## src/common/trms_pkg.sv

```systemverilog
// Purpose: Shared constants and types for the rail monitor sequencer.
// Assumes: 16-bit register bus with byte offsets, 20 MHz core clock.
// Notes:   Offsets, field positions, reset values and timing are named once here.
`default_nettype none
package trms_pkg;
   // Register byte offsets.
   localparam logic [7:0] OFS_CFG     = 8'h00;
   localparam logic [7:0] OFS_SHUNT1  = 8'h04;
   localparam logic [7:0] OFS_BUS1    = 8'h08;
   localparam logic [7:0] OFS_CH_STEP = 8'h08;
   localparam logic [7:0] OFS_CRIT1   = 8'h1c;
   localparam logic [7:0] OFS_SUM     = 8'h28;
   localparam logic [7:0] OFS_SUM_LIM = 8'h2c;
   localparam logic [7:0] OFS_MASK    = 8'h30;
   // Field positions.
   localparam int CFG_MODE_LSB = 0;
   localparam int CFG_EN_LSB   = 12;
   localparam int MASK_CONV_READY_FLAG    = 0;
   localparam int MASK_SF      = 6;
   localparam int MASK_CF_LSB  = 7;
   localparam int MASK_SCC_LSB = 12;
   // Reset values.
   localparam logic [15:0] CFG_RESET     = 16'h7007;
   localparam logic [12:0] CRIT_RESET    = 13'h0fff;
   localparam logic [14:0] SUM_LIM_RESET = 15'h3fff;
   localparam logic [2:0]  SCC_RESET     = 3'h0;
   // Timing: recovery is a least time, the bus timeout a longest one.
   localparam int RECOVERY_US  = 40;
   localparam int TIMEOUT_MS   = 28;
   localparam int CLK_KHZ      = 20000;
   localparam int RECOVERY_CYC = (RECOVERY_US * CLK_KHZ + 999) / 1000;
   localparam int TIMEOUT_CYC  = TIMEOUT_MS * CLK_KHZ;
   // Step index value meaning no further step.
   localparam logic [2:0] STEP_NONE = 3'h7;
   // One conversion request: channel and quantity.
   typedef struct packed {
      logic [1:0] chan;
      logic       is_bus;
   } trms_conv_t;
   // Sequencer states.
   typedef enum logic [1:0] {
      ST_DOWN    = 2'b00,
      ST_RECOVER = 2'b01,
      ST_LAUNCH  = 2'b10,
      ST_WAIT    = 2'b11
   } trms_state_t;
endpackage : trms_pkg
`default_nettype wire

```

## src/hw/trms_top.sv

```systemverilog
// Purpose: Conversion sequencer, critical alert and register file.
// Assumes: Converter answers on the core clock; scl is asynchronous.
// Notes:   Bus results are 13-bit codes of 8 mV each, kept unscaled.
`timescale 1ns/1ns
`default_nettype none
module trms_top
   import trms_pkg::*;
#(
   parameter int TIMEOUT = TIMEOUT_CYC   // Scl-low cycles before reset.
) (
   input  wire logic        core_clk,
   input  wire logic        rst_b,
   input  wire logic [7:0]  addr,
   input  wire logic [15:0] wr_data,
   input  wire logic        wr_stb,
   input  wire logic        rd_stb,
   output var  logic [15:0] rd_data,
   output var  logic        conv_start,
   output var  trms_conv_t  conv_req,
   input  wire logic        conv_done,
   input  wire logic [12:0] conv_data,
   input  wire logic        scl_in,
   output var  logic        serial_reset,
   output var  logic [3:0]  alert_out,
   output var  logic [3:0]  alert_oe
);
   // The timeout counter must hold the count and at least one cycle.
   if (TIMEOUT < 1 || TIMEOUT > 1048575) begin : g_bad_timeout
      $error("TIMEOUT out of range");
   end

   localparam logic [9:0]  REC_LOAD = 10'(RECOVERY_CYC - 1);
   localparam logic [19:0] TO_LAST  = 20'(TIMEOUT - 1);

   trms_state_t        state, next_state;           // Sequencer state.
   logic [2:0]         step, next_step;             // Current step index.
   logic [9:0]         rec_cnt, next_rec_cnt;       // Recovery countdown.
   logic [15:0]        cfg, next_cfg;               // Configuration.
   logic [12:0]        shunt [3], next_shunt [3];   // Shunt results.
   logic [12:0]        bus_v [3], next_bus_v [3];   // Bus results, 8 mV.
   logic [12:0]        crit_lim [3], next_crit_lim [3];
   logic [14:0]        sum, next_sum;               // Shunt sum.
   logic [14:0]        sum_lim, next_sum_lim;       // Sum limit.
   logic [2:0]         sum_channel_select, next_scc;
   logic [2:0]         crit_channel_flags, next_cf;
   logic               sum_alert_flag, next_sf;
   logic               conv_ready_flag, next_conv_ready_flag;
   logic [15:0]        next_rd_data;
   logic               next_conv_start;
   trms_conv_t         next_conv_req;
   logic               pass_end;                    // Pass finishes now.
   logic               cfg_wr, mask_rd;             // Decoded accesses.
   logic               scl_meta, scl_sync;          // Scl synchroniser.
   logic [19:0]        low_cnt, next_low_cnt;       // Scl-low time.
   logic               next_serial_reset;

   // Finds the first step at or after start that is enabled and measured.
   function automatic logic [2:0] first_step(input logic [2:0] start,
                                             input logic [15:0] c);
      logic [2:0] res;
      res = STEP_NONE;
      for (int i = 5; i >= 0; i--) begin
         if (3'(i) >= start && c[CFG_EN_LSB + i / 2] &&
             c[CFG_MODE_LSB + i % 2]) begin
            res = 3'(i);
         end
      end
      return res;
   endfunction : first_step

   // Sign-extends a 13-bit shunt code to the sum width.
   function automatic logic [14:0] sext(input logic [12:0] v);
      return {{2{v[12]}}, v};
   endfunction : sext

   // A mode with neither quantity selected is power-down.
   function automatic logic is_active(input logic [2:0] m);
      return m[1:0] != 2'b00;
   endfunction : is_active

   assign cfg_wr  = wr_stb && addr == OFS_CFG;
   assign mask_rd = rd_stb && addr == OFS_MASK;

   // Next-value logic for registers, sequencer and flags. Clears are
   // applied before sets so that a hardware event never gets lost.
   always_comb begin
      logic [2:0] nxt;
      logic [1:0] ch;
      nxt = STEP_NONE;
      ch = step[2:1];
      next_state = state;
      next_step = step;
      next_rec_cnt = rec_cnt;
      next_cfg = cfg;
      next_shunt = shunt;
      next_bus_v = bus_v;
      next_crit_lim = crit_lim;
      next_sum = sum;
      next_sum_lim = sum_lim;
      next_scc = sum_channel_select;
      next_cf = crit_channel_flags;
      next_sf = sum_alert_flag;
      next_conv_ready_flag = conv_ready_flag;
      next_conv_start = 1'b0;
      next_conv_req = conv_req;
      pass_end = 1'b0;

      // Software writes; limits apply from the next comparison on.
      if (wr_stb) begin
         if (addr == OFS_CFG) begin
            next_cfg = wr_data;
            if (is_active(wr_data[2:0])) begin
               next_conv_ready_flag = 1'b0;
            end
         end else if (addr == OFS_MASK) begin
            next_scc = wr_data[MASK_SCC_LSB +: 3];
         end else if (addr == OFS_SUM_LIM) begin
            next_sum_lim = wr_data[14:0];
         end else begin
            for (int i = 0; i < 3; i++) begin
               if (addr == OFS_CRIT1 + 8'(4 * i)) begin
                  next_crit_lim[i] = wr_data[12:0];
               end
            end
         end
      end

      if (mask_rd) begin
         next_conv_ready_flag = 1'b0;
         next_cf = 3'h0;
         next_sf = 1'b0;
      end

      // Sequencer.
      case (state)
         ST_DOWN: begin
            next_state = ST_DOWN;
         end
         ST_RECOVER: begin
            if (rec_cnt != 10'h000) begin
               next_rec_cnt = rec_cnt - 10'h001;
            end else begin
               nxt = first_step(3'h0, cfg);
               if (nxt == STEP_NONE) begin
                  pass_end = 1'b1;
               end else begin
                  next_step = nxt;
                  next_state = ST_LAUNCH;
               end
            end
         end
         ST_LAUNCH: begin
            next_conv_start = 1'b1;
            next_conv_req.chan = step[2:1];
            next_conv_req.is_bus = step[0];
            next_state = ST_WAIT;
         end
         ST_WAIT: begin
            if (conv_done) begin
               if (step[0]) begin
                  next_bus_v[ch] = conv_data;
               end else begin
                  next_shunt[ch] = conv_data;
                  if ($signed(conv_data) > $signed(crit_lim[ch])) begin
                     next_cf[ch] = 1'b1;
                  end
               end
               nxt = first_step(step + 3'h1, cfg);
               if (nxt == STEP_NONE) begin
                  pass_end = 1'b1;
               end else begin
                  next_step = nxt;
                  next_state = ST_LAUNCH;
               end
            end
         end
         default: begin
            next_state = ST_DOWN;
         end
      endcase

      if (pass_end) begin
         next_conv_ready_flag = 1'b1;
         if (sum_channel_select != 3'h0) begin
            next_sum = 15'h0000;
            for (int i = 0; i < 3; i++) begin
               if (sum_channel_select[i]) begin
                  next_sum = next_sum + sext(next_shunt[i]);
               end
            end
            if ($signed(next_sum) > $signed(sum_lim)) begin
               next_sf = 1'b1;
            end
         end
         nxt = first_step(3'h0, cfg);
         if (cfg[CFG_MODE_LSB + 2] && nxt != STEP_NONE) begin
            next_step = nxt;
            next_state = ST_LAUNCH;
         end else begin
            next_state = ST_DOWN;
         end
      end

      // A config write overrides the sequencer: power-down stops at once,
      // any active mode restarts a fresh pass.
      if (cfg_wr) begin
         // A start launched now would run under the old mode, so drop it.
         next_conv_start = 1'b0;
         next_conv_req = conv_req;
         if (!is_active(wr_data[2:0])) begin
            next_state = ST_DOWN;
         end else begin
            next_state = ST_RECOVER;
            next_rec_cnt = (state == ST_DOWN) ? REC_LOAD : 10'h000;
         end
      end
   end

   // Read data stand only in the cycle after the read strobe.
   always_comb begin
      next_rd_data = 16'h0000;
      if (rd_stb) begin
         if (addr == OFS_CFG) begin
            next_rd_data = cfg;
         end else if (addr == OFS_SUM) begin
            next_rd_data = {sum[14], sum};
         end else if (addr == OFS_SUM_LIM) begin
            next_rd_data = {sum_lim[14], sum_lim};
         end else if (addr == OFS_MASK) begin
            next_rd_data[MASK_SCC_LSB +: 3] = sum_channel_select;
            next_rd_data[MASK_CF_LSB +: 3] = crit_channel_flags;
            next_rd_data[MASK_SF] = sum_alert_flag;
            next_rd_data[MASK_CONV_READY_FLAG] = conv_ready_flag;
         end else begin
            for (int i = 0; i < 3; i++) begin
               if (addr == OFS_SHUNT1 + 8'(i) * OFS_CH_STEP) begin
                  next_rd_data = {{3{shunt[i][12]}}, shunt[i]};
               end
               if (addr == OFS_BUS1 + 8'(i) * OFS_CH_STEP) begin
                  next_rd_data = {3'h0, bus_v[i]};
               end
               if (addr == OFS_CRIT1 + 8'(4 * i)) begin
                  next_rd_data = {{3{crit_lim[i][12]}}, crit_lim[i]};
               end
            end
         end
      end
   end

   // Serial timeout counts synchronised scl-low cycles and saturates,
   // so one long low gives one reset pulse.
   always_comb begin
      next_low_cnt = low_cnt;
      next_serial_reset = 1'b0;
      if (scl_sync) begin
         next_low_cnt = 20'h00000;
      end else if (low_cnt != TO_LAST + 20'h00001) begin
         next_low_cnt = low_cnt + 20'h00001;
         if (low_cnt == TO_LAST) begin
            next_serial_reset = 1'b1;
         end
      end
   end

   // Registers only. The sequencer starts in recovery because the reset
   // configuration is continuous conversion.
   always_ff @(posedge core_clk or negedge rst_b) begin
      if (!rst_b) begin
         state <= ST_RECOVER;
         step <= 3'h0;
         rec_cnt <= REC_LOAD;
         cfg <= CFG_RESET;
         crit_lim <= '{CRIT_RESET, CRIT_RESET, CRIT_RESET};
         shunt <= '{13'h0000, 13'h0000, 13'h0000};
         bus_v <= '{13'h0000, 13'h0000, 13'h0000};
         sum <= 15'h0000;
         sum_lim <= SUM_LIM_RESET;
         sum_channel_select <= SCC_RESET;
         crit_channel_flags <= 3'h0;
         sum_alert_flag <= 1'b0;
         conv_ready_flag <= 1'b0;
         rd_data <= 16'h0000;
         conv_start <= 1'b0;
         conv_req <= '0;
         scl_meta <= 1'b1;
         scl_sync <= 1'b1;
         low_cnt <= 20'h00000;
         serial_reset <= 1'b0;
         alert_out <= 4'h0;
         alert_oe <= 4'h0;
      end else begin
         state <= next_state;
         step <= next_step;
         rec_cnt <= next_rec_cnt;
         cfg <= next_cfg;
         crit_lim <= next_crit_lim;
         shunt <= next_shunt;
         bus_v <= next_bus_v;
         sum <= next_sum;
         sum_lim <= next_sum_lim;
         sum_channel_select <= next_scc;
         crit_channel_flags <= next_cf;
         sum_alert_flag <= next_sf;
         conv_ready_flag <= next_conv_ready_flag;
         rd_data <= next_rd_data;
         conv_start <= next_conv_start;
         conv_req <= next_conv_req;
         scl_meta <= scl_in;
         scl_sync <= scl_meta;
         low_cnt <= next_low_cnt;
         serial_reset <= next_serial_reset;
         alert_out <= 4'h0;
         alert_oe <= {3'h0, (|next_cf) | next_sf};
      end
   end

   // Checks.
   property p_skip;
      @(posedge core_clk) disable iff (!rst_b)
      conv_start |-> cfg[CFG_EN_LSB + conv_req.chan];
   endproperty
   a_skip: assert property (p_skip) else $error("disabled channel");

   property p_quantity;
      @(posedge core_clk) disable iff (!rst_b)
      conv_start |-> cfg[CFG_MODE_LSB + conv_req.is_bus];
   endproperty
   a_quantity: assert property (p_quantity) else $error("bad quantity");

   logic [1:0] ch_q;  // Channel of the current step, for past-value checks.
   assign ch_q = step[2:1];
   // A config write in the launch cycle withholds the start, hence its exclusion.
   property p_shunt_then_bus;
      @(posedge core_clk) disable iff (!rst_b)
      state == ST_WAIT && conv_done && !step[0] && cfg[1] && !wr_stb ##1 !cfg_wr
      |=> conv_start && conv_req.is_bus && conv_req.chan == $past(ch_q, 2);
   endproperty
   a_shunt_then_bus: assert property (p_shunt_then_bus) else $error("order");

   property p_down_holds;
      @(posedge core_clk) disable iff (!rst_b)
      state == ST_DOWN && !cfg_wr |=> state == ST_DOWN && !conv_start;
   endproperty
   a_down_holds: assert property (p_down_holds) else $error("left down");

   property p_wake;
      @(posedge core_clk) disable iff (!rst_b)
      state == ST_DOWN && cfg_wr && is_active(wr_data[2:0])
      |=> state == ST_RECOVER && rec_cnt == REC_LOAD;
   endproperty
   a_wake: assert property (p_wake) else $error("no recovery");

   property p_ready_set;
      @(posedge core_clk) disable iff (!rst_b)
      pass_end |=> conv_ready_flag;
   endproperty
   a_ready_set: assert property (p_ready_set) else $error("ready not set");

   property p_ready_clear;
      @(posedge core_clk) disable iff (!rst_b)
      (mask_rd || (cfg_wr && is_active(wr_data[2:0]))) && !pass_end
      |=> !conv_ready_flag;
   endproperty
   a_ready_clear: assert property (p_ready_clear) else $error("ready kept");

   property p_crit;
      @(posedge core_clk) disable iff (!rst_b)
      state == ST_WAIT && conv_done && !step[0] &&
      $signed(conv_data) > $signed(crit_lim[step[2:1]])
      |=> crit_channel_flags[$past(ch_q)] && alert_oe[0] && !alert_out[0];
   endproperty
   a_crit: assert property (p_crit) else $error("critical missed");

   property p_single;
      @(posedge core_clk) disable iff (!rst_b)
      pass_end && !cfg[2] && !cfg_wr |=> state == ST_DOWN;
   endproperty
   a_single: assert property (p_single) else $error("not down");

   c_cont: cover property (@(posedge core_clk) disable iff (!rst_b)
      pass_end && cfg[2] ##1 state == ST_LAUNCH);
   c_sum: cover property (@(posedge core_clk) disable iff (!rst_b)
      $rose(sum_alert_flag));
   c_timeout: cover property (@(posedge core_clk) disable iff (!rst_b)
      serial_reset);
endmodule : trms_top
`default_nettype wire

```

## config.mk

```make
export PLATFORM = sky130hd
export DESIGN_NAME = trms_top
export DESIGN_NICKNAME = d
export VERILOG_FILES = /design/src/common/trms_pkg.sv /design/src/hw/trms_top.sv
export SDC_FILE = /design/constraint.sdc
export NUM_CORES = 1
export LEC_CHECK = 0
export ABC_AREA = 1
export BUFFER_PORTS_ARGS = -buffer_cell sky130_fd_sc_hd__buf_4
export CAP_MARGIN = 20
export CORE_ASPECT_RATIO = 0.9
export CORE_MARGIN = 2
export CORE_UTILIZATION = 62
export CTS_BUF_LIST = sky130_fd_sc_hd__clkbuf_16
export DETAILED_ROUTE_END_ITERATION = 8
export HOLD_SLACK_MARGIN = 0.03
export PLACE_DENSITY = 0.81
export SYNTH_ARGS = -nofsm -noshare
export SYNTH_HDL_FRONTEND = slang
export SYNTH_SLANG_ARGS = --single-unit
```

## constraint.sdc

```tcl
create_clock -name core_clk -period 6.51 [get_ports core_clk]
set_clock_uncertainty 0.05 [all_clocks]
set_input_delay 1.302 -clock core_clk [delete_from_list [all_inputs] [get_ports core_clk]]
set_output_delay 1.302 -clock core_clk [all_outputs]
set_load 0.02 [all_outputs]
```

==> run metrics, run 1 <==
run status=complete, no violations; clock sinks=230; min-delay src=scl_meta$_DFF_PN1_; Synth Flop Type=dfrtp_1; share of cells above drive strength 1=0.122; CTS root buffer=clkbuf_16; Slew headroom=0.215; Comb pwr share=0.299; Tmin final=approximately 6 ns; CTS buffer count=25; worst-skew pair later-pin latency=between 0.5 and 0.6 ns; cells after synthesis=1793; power per cell area=309 nW/um2; clk buf depth=3; final wirelength=40.1 mm; Leak=0.00734 uW; nets=1954; Setup CP Type=in2reg; RSZ-0062 raised after global routing=false; DP Cell Count=2112; maximum VDD drop=0.000237 V; DIE AREA=23000 um2; DR vias=approximately 13k; CTS tree=done; gr usage total=0.347; flops & latches, synth=230; first-pass GRT wire length=about 62 mm; H-Tree Depth=1; R2R cell count=35; startpoint types=input pin; met2 Use GR=0.542; fin crit share=0.918; Worst-path clk slew=0.06 ns; FF-to-FF End=alert_oe[0]$_DFF_PN0_; Ys Warns=0; hold worst-path end=scl_sync$_DFF_PN1_; die width=159 um; Seq/Total Area, Yosys=0.433; Post-synth EDFFs=0; Async S/R FF share, synth=1.00; overall power=4620 uW; met3 GRT Util=0.0935; Worst path most repeated cell=nand2_1; Ant. Diodes=0; WL/cell=18.6 um; Crit Reg-Reg Startpoint=state[0]$_DFFE_PN1P_; slowest cell on the critical path=ha_1; worst reg-to-reg setup slack=between 0.7 and 0.8 ns; Initial Util=0.627; hold buffer count at CTS=0; synthesized area per cell=between 7 and 8 um2; final setup fails=0; Achievable Freq=167 MHz; clock power share=0.275; post-synth cell types=52; core region area=21500 um2; Final GP Congestion=0.980; Critical Path Max Stage Delay=0.38 ns; P_int=2910 uW; sequential share of power=0.427; detailed placement HPWL=29.9 mm; DRC Markers=0; Fin. Hold Viols=0; Netlist Area Pre-Place=around 13000 um2; final cell count without fillers=2157; gr busiest metal=met2; Final ANT Viol Nets=0; Die Span Y=between 100 and 150 um; Ports=72; largest net degree at the start of global routing=between 150 and 200; Worst-Margin Slew=about 1.2 ns; Final Max Tran Viols=0; hold path cells=0; worst min path class=reg2reg; Net Sw Frac=0.369; vias in the first global route=11.7k; Syn-to-layout area delta=10.8%; critical-path maximum fanout=11; GRT Residual Overflow=0; switching power=between 1500 and 2000 uW; row count=51; initial antenna violation count=0; CP required=6.86 ns; vias per inst=5.82; GRT met1 Usage=0.466; DRT iter0 DRCs=roughly 1.3k; input/output buffers=64; utilization after layout=0.695; crit path DAT=6.32 ns; max-cap viol count=0; Pre-antenna DRT Iters=8; nature of the critical path endpoint=flop
## repair_timing
item | CTS | global route
buffers inserted | 0 | 0
setup endpoints to repair | 0 | 2
hold endpoints to repair | 0 | 0
gates resized for setup | 0 | 10
## how the worst max path moves through the flow
stage,from,endpoint
final,conv_done,alert_oe[0]$_DFF_PN0_
after global routing,conv_done,alert_oe[0]$_DFF_PN0_
after CTS,conv_done,alert_oe[0]$_DFF_PN0_
after detailed placement,conv_done,alert_oe[0]$_DFF_PN0_
after global placement,conv_done,alert_oe[0]$_DFF_PN0_
after floorplan,conv_done,alert_oe[0]$_DFF_PN0_
## synth_stat cells, types with 4 or more instances
cell | count | area share
a21oi_1 | 89 | 0.033
a221oi_1 | 11 | 0.0071
a31oi_1 | 5 | 0.0023
buf_2 | 12 | 0.0045
buf_4 | 7 | 0.0039
buf_6 | 4 | 0.0033
clkbuf_1 | 36 | 0.010
dfrtp_1 | 164 | 0.30
dfstp_2 | 66 | 0.13
ha_1 | 61 | 0.057
inv_1 | 241 | 0.067
inv_2 | 6 | 0.0017
nand2_1 | 468 | 0.13
nand3_1 | 71 | 0.026
nand3b_1 | 11 | 0.0061
nand4_1 | 19 | 0.0088
nor2_1 | 116 | 0.032
nor2_2 | 11 | 0.0051
nor3_1 | 24 | 0.0089
nor4_1 | 6 | 0.0028
o211ai_1 | 6 | 0.0033
o21ai_0 | 242 | 0.090
o21ai_1 | 34 | 0.013
o21ai_2 | 9 | 0.0058
o21bai_1 | 5 | 0.0028
o22ai_1 | 5 | 0.0023
or2_2 | 9 | 0.0042
xnor2_1 | 6 | 0.0039
xor2_1 | 11 | 0.0071
## through the flow
| stage | setup WS (ns) | setup TNS (ns) | hold WS, ns | cell area (um2) |
|---|---|---|---|---|
| 2_1_floorplan | 0.482 | 0 | 0.295 | 13500 |
| 3_3_place_gp | 0.0375 | 0 | 0.296 | 14200 |
| 3_5_place_dp | -0.223 | -0.396 | 0.297 | 14200 |
| 4_1_cts | 0.307 | 0 | 0.306 | 14900 |
| 5_1_grt | 0.0169 | 0 | 0.309 | 14900 |
| 6_report | 0.536 | 0 | 0.308 | 14900 |
## flip-flops by register name, summed over array words and instances, names as in the netlist, 10 cells and up
| name | count |
|---|---|
| bus_v | 39 |
| crit_lim | 39 |
| shunt | 39 |
| low_cnt | 20 |
| cfg | 16 |
| rd_data | 16 |
| sum | 15 |
| sum_lim | 15 |
| rec_cnt | 10 |
## power by group through the flow
stage | logic (uW) | clock network, uW | registers (uW)
floorplan | 934 | 0 | 1920
global placement | 1300 | 0 | 1970
detailed placement | 1340 | 0 | 1970
CTS | 1350 | 1270 | 1960
global route | 1560 | 1320 | 2000
finish | 1380 | 1270 | 1970
## area by class of cell
class / instances / area (um2)
clock inverters: 20 / 85.1
inverters: 247 / 927
flip-flops and latches: 230 / 5840
repair buffers: 83 / 643
fillers: 1807 / 6560
multi-input cells: 1261 / 6460
clock buffers: 25 / 626
well taps: 291 / 364
## cells in the final DEF, fill, tap and decap left out, types with 19 or more instances in the layout
| cell type | n |
|---|---|
| clkbuf_16 | 25 |
| dfrtp_1 | 164 |
| nand3_1 | 70 |
| o21ai_1 | 38 |
| nor3_1 | 24 |
| nand4_1 | 19 |
| buf_4 | 81 |
| dfstp_2 | 66 |
| o21ai_0 | 236 |
| nor2_1 | 116 |
| ha_1 | 60 |
| inv_1 | 253 |
| nand2_1 | 468 |
| a21oi_1 | 89 |
## cells by family (layout without fill, tap and decap cells)
kind of cell	after synthesis	after routing	share of synthesized area
other cells	1	7	0.000278
fa+ha+maj	63	63	0.0595
compound gates	427	427	0.172
simple gates	747	747	0.234
buf+inv	308	375	0.0910
xor+xnor	17	17	0.0110
flops	230	230	0.433
## worst max-delay path, delay by kind of cell
kind | cells | cell delay (ns)
xor+xnor | 2 | 0.36
simple gates | 17 | 1.94
fa+ha+maj | 3 | 1.01
buf+inv | 6 | 0.61
compound gates | 8 | 1.07
## metal layers
metal,up-vias,part of all wire,wire [um]
li1,5942,-,-
met1,5899,0.41,16600
met4,0,0.042,1700
met5,-,0,0
met2,614,0.44,17500
met3,103,0.11,4330
(Power assumes the default switching activity.)
==> run 2, diff against run 1 <==
--- a/config.mk
+++ b/config.mk
@@ -10,11 +10,11 @@
 export CAP_MARGIN = 20
 export CORE_ASPECT_RATIO = 0.9
 export CORE_MARGIN = 2
-export CORE_UTILIZATION = 62
-export CTS_BUF_LIST = sky130_fd_sc_hd__clkbuf_16
+export CORE_UTILIZATION = 64
+export CTS_BUF_LIST = sky130_fd_sc_hd__clkbuf_4
 export DETAILED_ROUTE_END_ITERATION = 8
 export HOLD_SLACK_MARGIN = 0.03
-export PLACE_DENSITY = 0.81
+export PLACE_DENSITY = 0.83
 export SYNTH_ARGS = -nofsm -noshare
 export SYNTH_HDL_FRONTEND = slang
 export SYNTH_SLANG_ARGS = --single-unit
==> run 2 against run 1 <==
Compared with the run above:
- register-to-register slack lost 0.14 ns
- clock power about the same
- setup slack better by 0.045 ns
- sequential share of layout area decreased by 0.12 points
- cell area increased by 0.30%
- maximum frequency rose by 0.76%
- core utilization increased by 2.7 points
- die area decreased by 3.0%
- critical path type unchanged
- largest cell class unchanged
- highest routed layer unchanged
==> run metrics, run 2 (synthesis results as in run 1) <==
run status=complete, no violations; die width=~160 um; FF-to-FF End=alert_oe[0]$_DFF_PN0_; top flop regs=bus_v (39), crit_lim (39), shunt (39); gr usage total=0.364; Crit Reg-Reg Startpoint=step[1]$_DFF_PN0_; Worst-Margin Slew=approximately 1.1 ns; WL/cell=approximately 18 um; R2R cell count=33; share of cells above drive strength 1=0.152; Crit path depth=35; Critical Path Max Stage Delay=0.42 ns; Die Span Y=between 100 and 150 um; P_int=around 2900 uW; Fin. Hold Viols=0; Initial Util=0.650; crit path DAT=6.44 ns; fin crit share=0.911; input/output buffers=64; CTS tree=done; Worst-path clk slew=0.07 ns; final wirelength=between 30 and 40 mm; final setup margin=0.581 ns; Worst path most repeated cell=nand2_1; worst min path class=reg2reg; CTS root buffer=clkbuf_4; slowest cell on the critical path=o21ai_1; detailed placement HPWL=29.7 mm; sequential share of power=0.426; power per cell area=310 nW/um2; DRT iter0 DRCs=1545; CTS buffer count=58; startpoint types=input pin; Syn-to-layout area delta=11.1%; Pre-antenna DRT Iters=6; CP endpoint=alert_oe[0]$_DFF_PN0_; Final Max Tran Viols=0; max-cap viol count=0; RSZ-0062 raised after global routing=false; initial antenna violation count=1; H-Tree Depth=2; Comb pwr share=0.294; DRC Markers=0; CP required=between 7 and 8 ns; nets=between 1.5k and 2k; first-pass GRT wire length=around 63 mm; commonest non-fill, non-tap cell in the layout=nand2_1; Slew headroom=0.247; Setup TNS=0 ns; DR vias=12.8k; most frequent cells in the layout=nand2_1, inv_1, o21ai_0; delay-heaviest family, CP=compound AO/OA/AOI/OAI gates; row count=50; Bufs and invs on worst path=6; vias in the first global route=11.9k; vias per inst=5.76; Ports=72; nature of the critical path endpoint=flop; clock power share=0.280; Achievable Freq=roughly 170 MHz; Final ANT Viol Nets=0; largest net degree at the start of global routing=131; post-route cell area=15000 um2; maximum VDD drop=0.000163 V; Final GP Congestion=0.963; DP Area=around 14000 um2; GRT Residual Overflow=0; worst reg-to-reg setup slack=roughly 0.64 ns; Leak=0.00741 uW; Setup CP Type=in2reg; DIE AREA=22300 um2; clk buf depth=3; clock sinks=230; final setup fails=0; Tmin final=5.93 ns; Post-Place Setup Slack=-0.0572 ns; Net Sw Frac=0.371; worst-skew pair later-pin latency=about 0.71 ns; worst setup path startpoint=conv_done; core region area=roughly 21000 um2; critical-path maximum fanout=12; switching power=1720 uW; hold buffer count at CTS=0
-- run 2: cell count changes in the layout (fill, tap and decap cells not counted), sizes merged --
cell / change
buf: +1
bufinv: +1
clkbuf: +70
clkinv: +2
diode: +1
inv: -13
-- run 2: final cells by class --
| cell class | instances | area (um2) |
|---|---|---|
| timing repair buffer | 84 | 638 |
| antenna | 1 | 2.50 |
| sequential | 230 | 5840 |
| clock inverter | 10 | 66.3 |
| multi-input combinational | 1261 | 6450 |
| clock buffer | 95 | 713 |
| tap | 286 | 358 |
| fill | 1722 | 5780 |
| inverter | 247 | 927 |
-- run 2: worst register-to-register path: cells and delay by family (launching register included) --
family	cells	cell delay, ns
XOR/XNOR	1	0.23
AND/OR/NAND/NOR	15	1.68
flip-flops	1	0.50
adder cells (fa/ha/maj)	3	0.90
buffers and inverters	5	0.64
AO/OA/AOI/OAI	9	1.76
-- run 2: power by group through the flow --
stage | Clock, uW | Combinational (uW) | Sequential [uW]
floorplan | 0 | 934 | 1920
global placement | 0 | 1300 | 1980
detailed placement | 0 | 1330 | 1980
CTS | 1310 | 1340 | 1960
global route | 1380 | 1540 | 2000
finish | 1300 | 1370 | 1980
-- run 2: layer usage --
layer,part of all wire,up-vias,track usage
li1,-,6050,-
met1,0.42,5944,0.515
met2,0.44,640,0.550
met3,0.10,116,0.0822
met4,0.038,0,0.137
met5,0,-,0
-- run 2: repair_timing --
| item | in CTS | in global routing |
|---|---|---|
| gates resized for setup | 0 | 1 |
| hold endpoints to repair | 0 | 0 |
| setup buffers | 0 | 0 |
| setup endpoints to repair | 0 | 2 |
-- run 2: worst min-delay path by stage --
stage                        from  cells past startpoint            endpoint  slack, ns
3_5_place_dp   scl_meta$_DFF_PN1_                      0  scl_sync$_DFF_PN1_       0.30
5_1_grt        scl_meta$_DFF_PN1_                      0  scl_sync$_DFF_PN1_       0.32
4_1_cts        scl_meta$_DFF_PN1_                      0  scl_sync$_DFF_PN1_       0.31
3_3_place_gp   scl_meta$_DFF_PN1_                      0  scl_sync$_DFF_PN1_       0.30
2_1_floorplan  scl_meta$_DFF_PN1_                      0  scl_sync$_DFF_PN1_       0.30
6_report       scl_meta$_DFF_PN1_                      0  scl_sync$_DFF_PN1_       0.31
-- run 2: through the flow --
step | total power (uW) | instances | utilization | hold WS (ns)
CTS | 4610 | 2213 | 0.722 | 0.312
finish | 4640 | 2214 | 0.722 | 0.310
global placement | 3270 | 2108 | 0.684 | 0.296
floorplan | 2850 | 1799 | - | 0.295
detailed placement | 3320 | 2108 | 0.684 | 0.303
global route | 4930 | 2214 | 0.722 | 0.318
==> run 3, diff against run 2 <==
--- a/config.mk
+++ b/config.mk
@@ -9,12 +9,13 @@
 export BUFFER_PORTS_ARGS = -buffer_cell sky130_fd_sc_hd__buf_4
 export CAP_MARGIN = 20
 export CORE_ASPECT_RATIO = 0.9
-export CORE_MARGIN = 2
+export CORE_MARGIN = 1.5
 export CORE_UTILIZATION = 64
 export CTS_BUF_LIST = sky130_fd_sc_hd__clkbuf_4
 export DETAILED_ROUTE_END_ITERATION = 8
 export HOLD_SLACK_MARGIN = 0.03
 export PLACE_DENSITY = 0.83
+export SETUP_SLACK_MARGIN = 0.4
 export SYNTH_ARGS = -nofsm -noshare
 export SYNTH_HDL_FRONTEND = slang
 export SYNTH_SLANG_ARGS = --single-unit
==> run 3 against run 2 <==
Compared with the run above:
- critical path depth unchanged
- non-clock buffer count rose by 12
- maximum frequency up 4.4%
- die area is 1.3% lower
- flip-flop and latch count unchanged
- cell area grew 1.2%
- count of clock-buffer cells in the layout is 3 lower
- total power up 1.2%
- combinational power up 4%
- setup slack gained 0.25 ns
- final cell count grew 0.86%
- critical path type unchanged
- largest cell class unchanged
- largest power group unchanged
- highest routed layer unchanged
==> run metrics, run 3 (synthesis results as in run 1) <==
Die Span Y=141 um; Post-Place Setup Slack=-0.106 ns; RSZ-0062 raised after global routing=false; clk buf depth=3; Worst-Margin Slew=1.04 ns; Worst-path clk slew=0.07 ns; Ports=72; gr usage total=0.369; H-Tree Depth=2; most frequent cells in the layout=nand2_1, inv_1, o21ai_0; final setup fails=0; vias per inst=5.81; worst reg-to-reg setup slack=between 0.8 and 0.9 ns; Worst path most repeated cell=nand2_1; max-cap viol count=0; CTS buffer count=59; DRC Markers=0; slowest cell on the critical path=fa_1; run status=complete, no violations; DRT iter0 DRCs=between 1.5k and 2k; P_int=2940 uW; DR vias=13.0k; storage element area=5840 um2; GRT Residual Overflow=0; clock sinks=230; worst setup path startpoint=conv_done; row count=50; critical-path maximum fanout=7; top flop regs=bus_v (39), crit_lim (39), shunt (39); fin crit share=0.872; Pre-antenna DRT Iters=6; R2R cell count=34; Crit Reg-Reg Startpoint=state[0]$_DFFE_PN1P_; maximum VDD drop=0.000140 V; Tmin final=5.68 ns; final cell count without fillers=2233; Comb pwr share=0.303; Critical Path Max Stage Delay=~0.42 ns; Final ANT Viol Nets=0; switching power=1760 uW; Slew headroom=0.303; Net Sw Frac=0.374; CTS root buffer=clkbuf_4; crit path DAT=6.26 ns; multi-input logic area=6490 um2; worst-skew pair later-pin latency=~0.76 ns; final wirelength=39.7 mm; Fillers=1654; DIE AREA=roughly 22000 um2; input/output buffers=64; CP required=7.10 ns; sequential share of power=0.417; Fin. Hold Viols=0; Initial Util=0.651; commonest non-fill, non-tap cell in the layout=nand2_1; overall power=between 4000 and 5000 uW; detailed placement HPWL=approximately 29 mm; CP endpoint=alert_oe[0]$_DFF_PN0_; hold_ws=0.305 ns; power per cell area=310 nW/um2; final setup margin=0.833 ns; Syn-to-layout area delta=12.4%; min-delay src=scl_meta$_DFF_PN1_; clock power share=0.280; CTS tree=done; hold buffer count at CTS=0; largest net degree at the start of global routing=between 100 and 150; Final GP Congestion=around 0.99; Final Max Tran Viols=0; die width=156 um; nets=2001; first-pass GRT wire length=63.1 mm; vias in the first global route=12.2k; FF-to-FF End=alert_oe[0]$_DFF_PN0_; Setup CP Type=in2reg; core region area=a little over 20000 um2; nature of the critical path endpoint=flop; worst min path class=reg2reg; startpoint types=input pin; WL/cell=17.8 um; Leak=approximately 0.0075 uW; initial antenna violation count=1; share of cells above drive strength 1=0.160; Achievable Freq=roughly 180 MHz; DP Cell Count=2113
[run 3: cell types whose count changed in the layout (fill, tap and decap cells not counted), sizes merged]
cell    change
buf        +12
clkinv      +9
clkbuf      -3
inv         +1
[run 3: what timing repair did]
item,4_1_cts,5_1_grt
gates resized for setup,0,15
setup buffers,0,6
endpoints found under the setup margin,0,2
endpoints found under the hold margin,0,0
[run 3: layout make-up]
class / count / share of cell area
diodes: 1 / 0.000165
clock buffers: 92 / 0.0455
clock inverters: 20 / 0.00734
inverters: 247 / 0.0611
multi-input cells: 1261 / 0.428
flip-flops and latches: 230 / 0.385
well taps: 286 / 0.0236
repair buffers: 96 / 0.0488
[run 3: how the worst min path moves through the flow]
| stage | end | cells past startpoint | slack (ns) |
|---|---|---|---|
| final | scl_sync$_DFF_PN1_ | 0 | 0.31 |
| after global routing | scl_sync$_DFF_PN1_ | 0 | 0.31 |
| after CTS | scl_sync$_DFF_PN1_ | 0 | 0.31 |
| after detailed placement | scl_sync$_DFF_PN1_ | 0 | 0.30 |
| after global placement | scl_sync$_DFF_PN1_ | 0 | 0.30 |
| after floorplan | scl_sync$_DFF_PN1_ | 0 | 0.30 |
[run 3: stage by stage]
step	utilization	setup TNS (ns)	area [um2]
final	0.732	0	15200
after global routing	0.732	0	15200
after CTS	0.727	0	15000
after detailed placement	0.688	-0.159	14200
after global placement	0.688	0	14200
after floorplan	-	0	13500
[run 3: critical path: cells and delay by family]
family | cells | cell delay (ns)
compound gates | 8 | 1.34
xor+xnor | 2 | 0.37
fa+ha+maj | 4 | 1.30
buf+inv | 6 | 0.52
simple gates | 15 | 1.44
[run 3: per-layer routing]
metal	global-route usage	share of wire	up-vias
met5	0	0	-
met3	0.0821	0.11	132
met4	0.158	0.042	0
li1	-	-	6085
met1	0.505	0.40	6011
met2	0.568	0.45	739
[run 3: power by group through the flow]
stage                     Clock [uW]  Sequential [uW]  Combinational, uW
final                           1320             1960               1420
after CTS                       1330             1950               1350
after detailed placement           0             1970               1350
after floorplan                    0             1920                934
after global placement             0             1960               1310
after global routing            1410             1990               1600
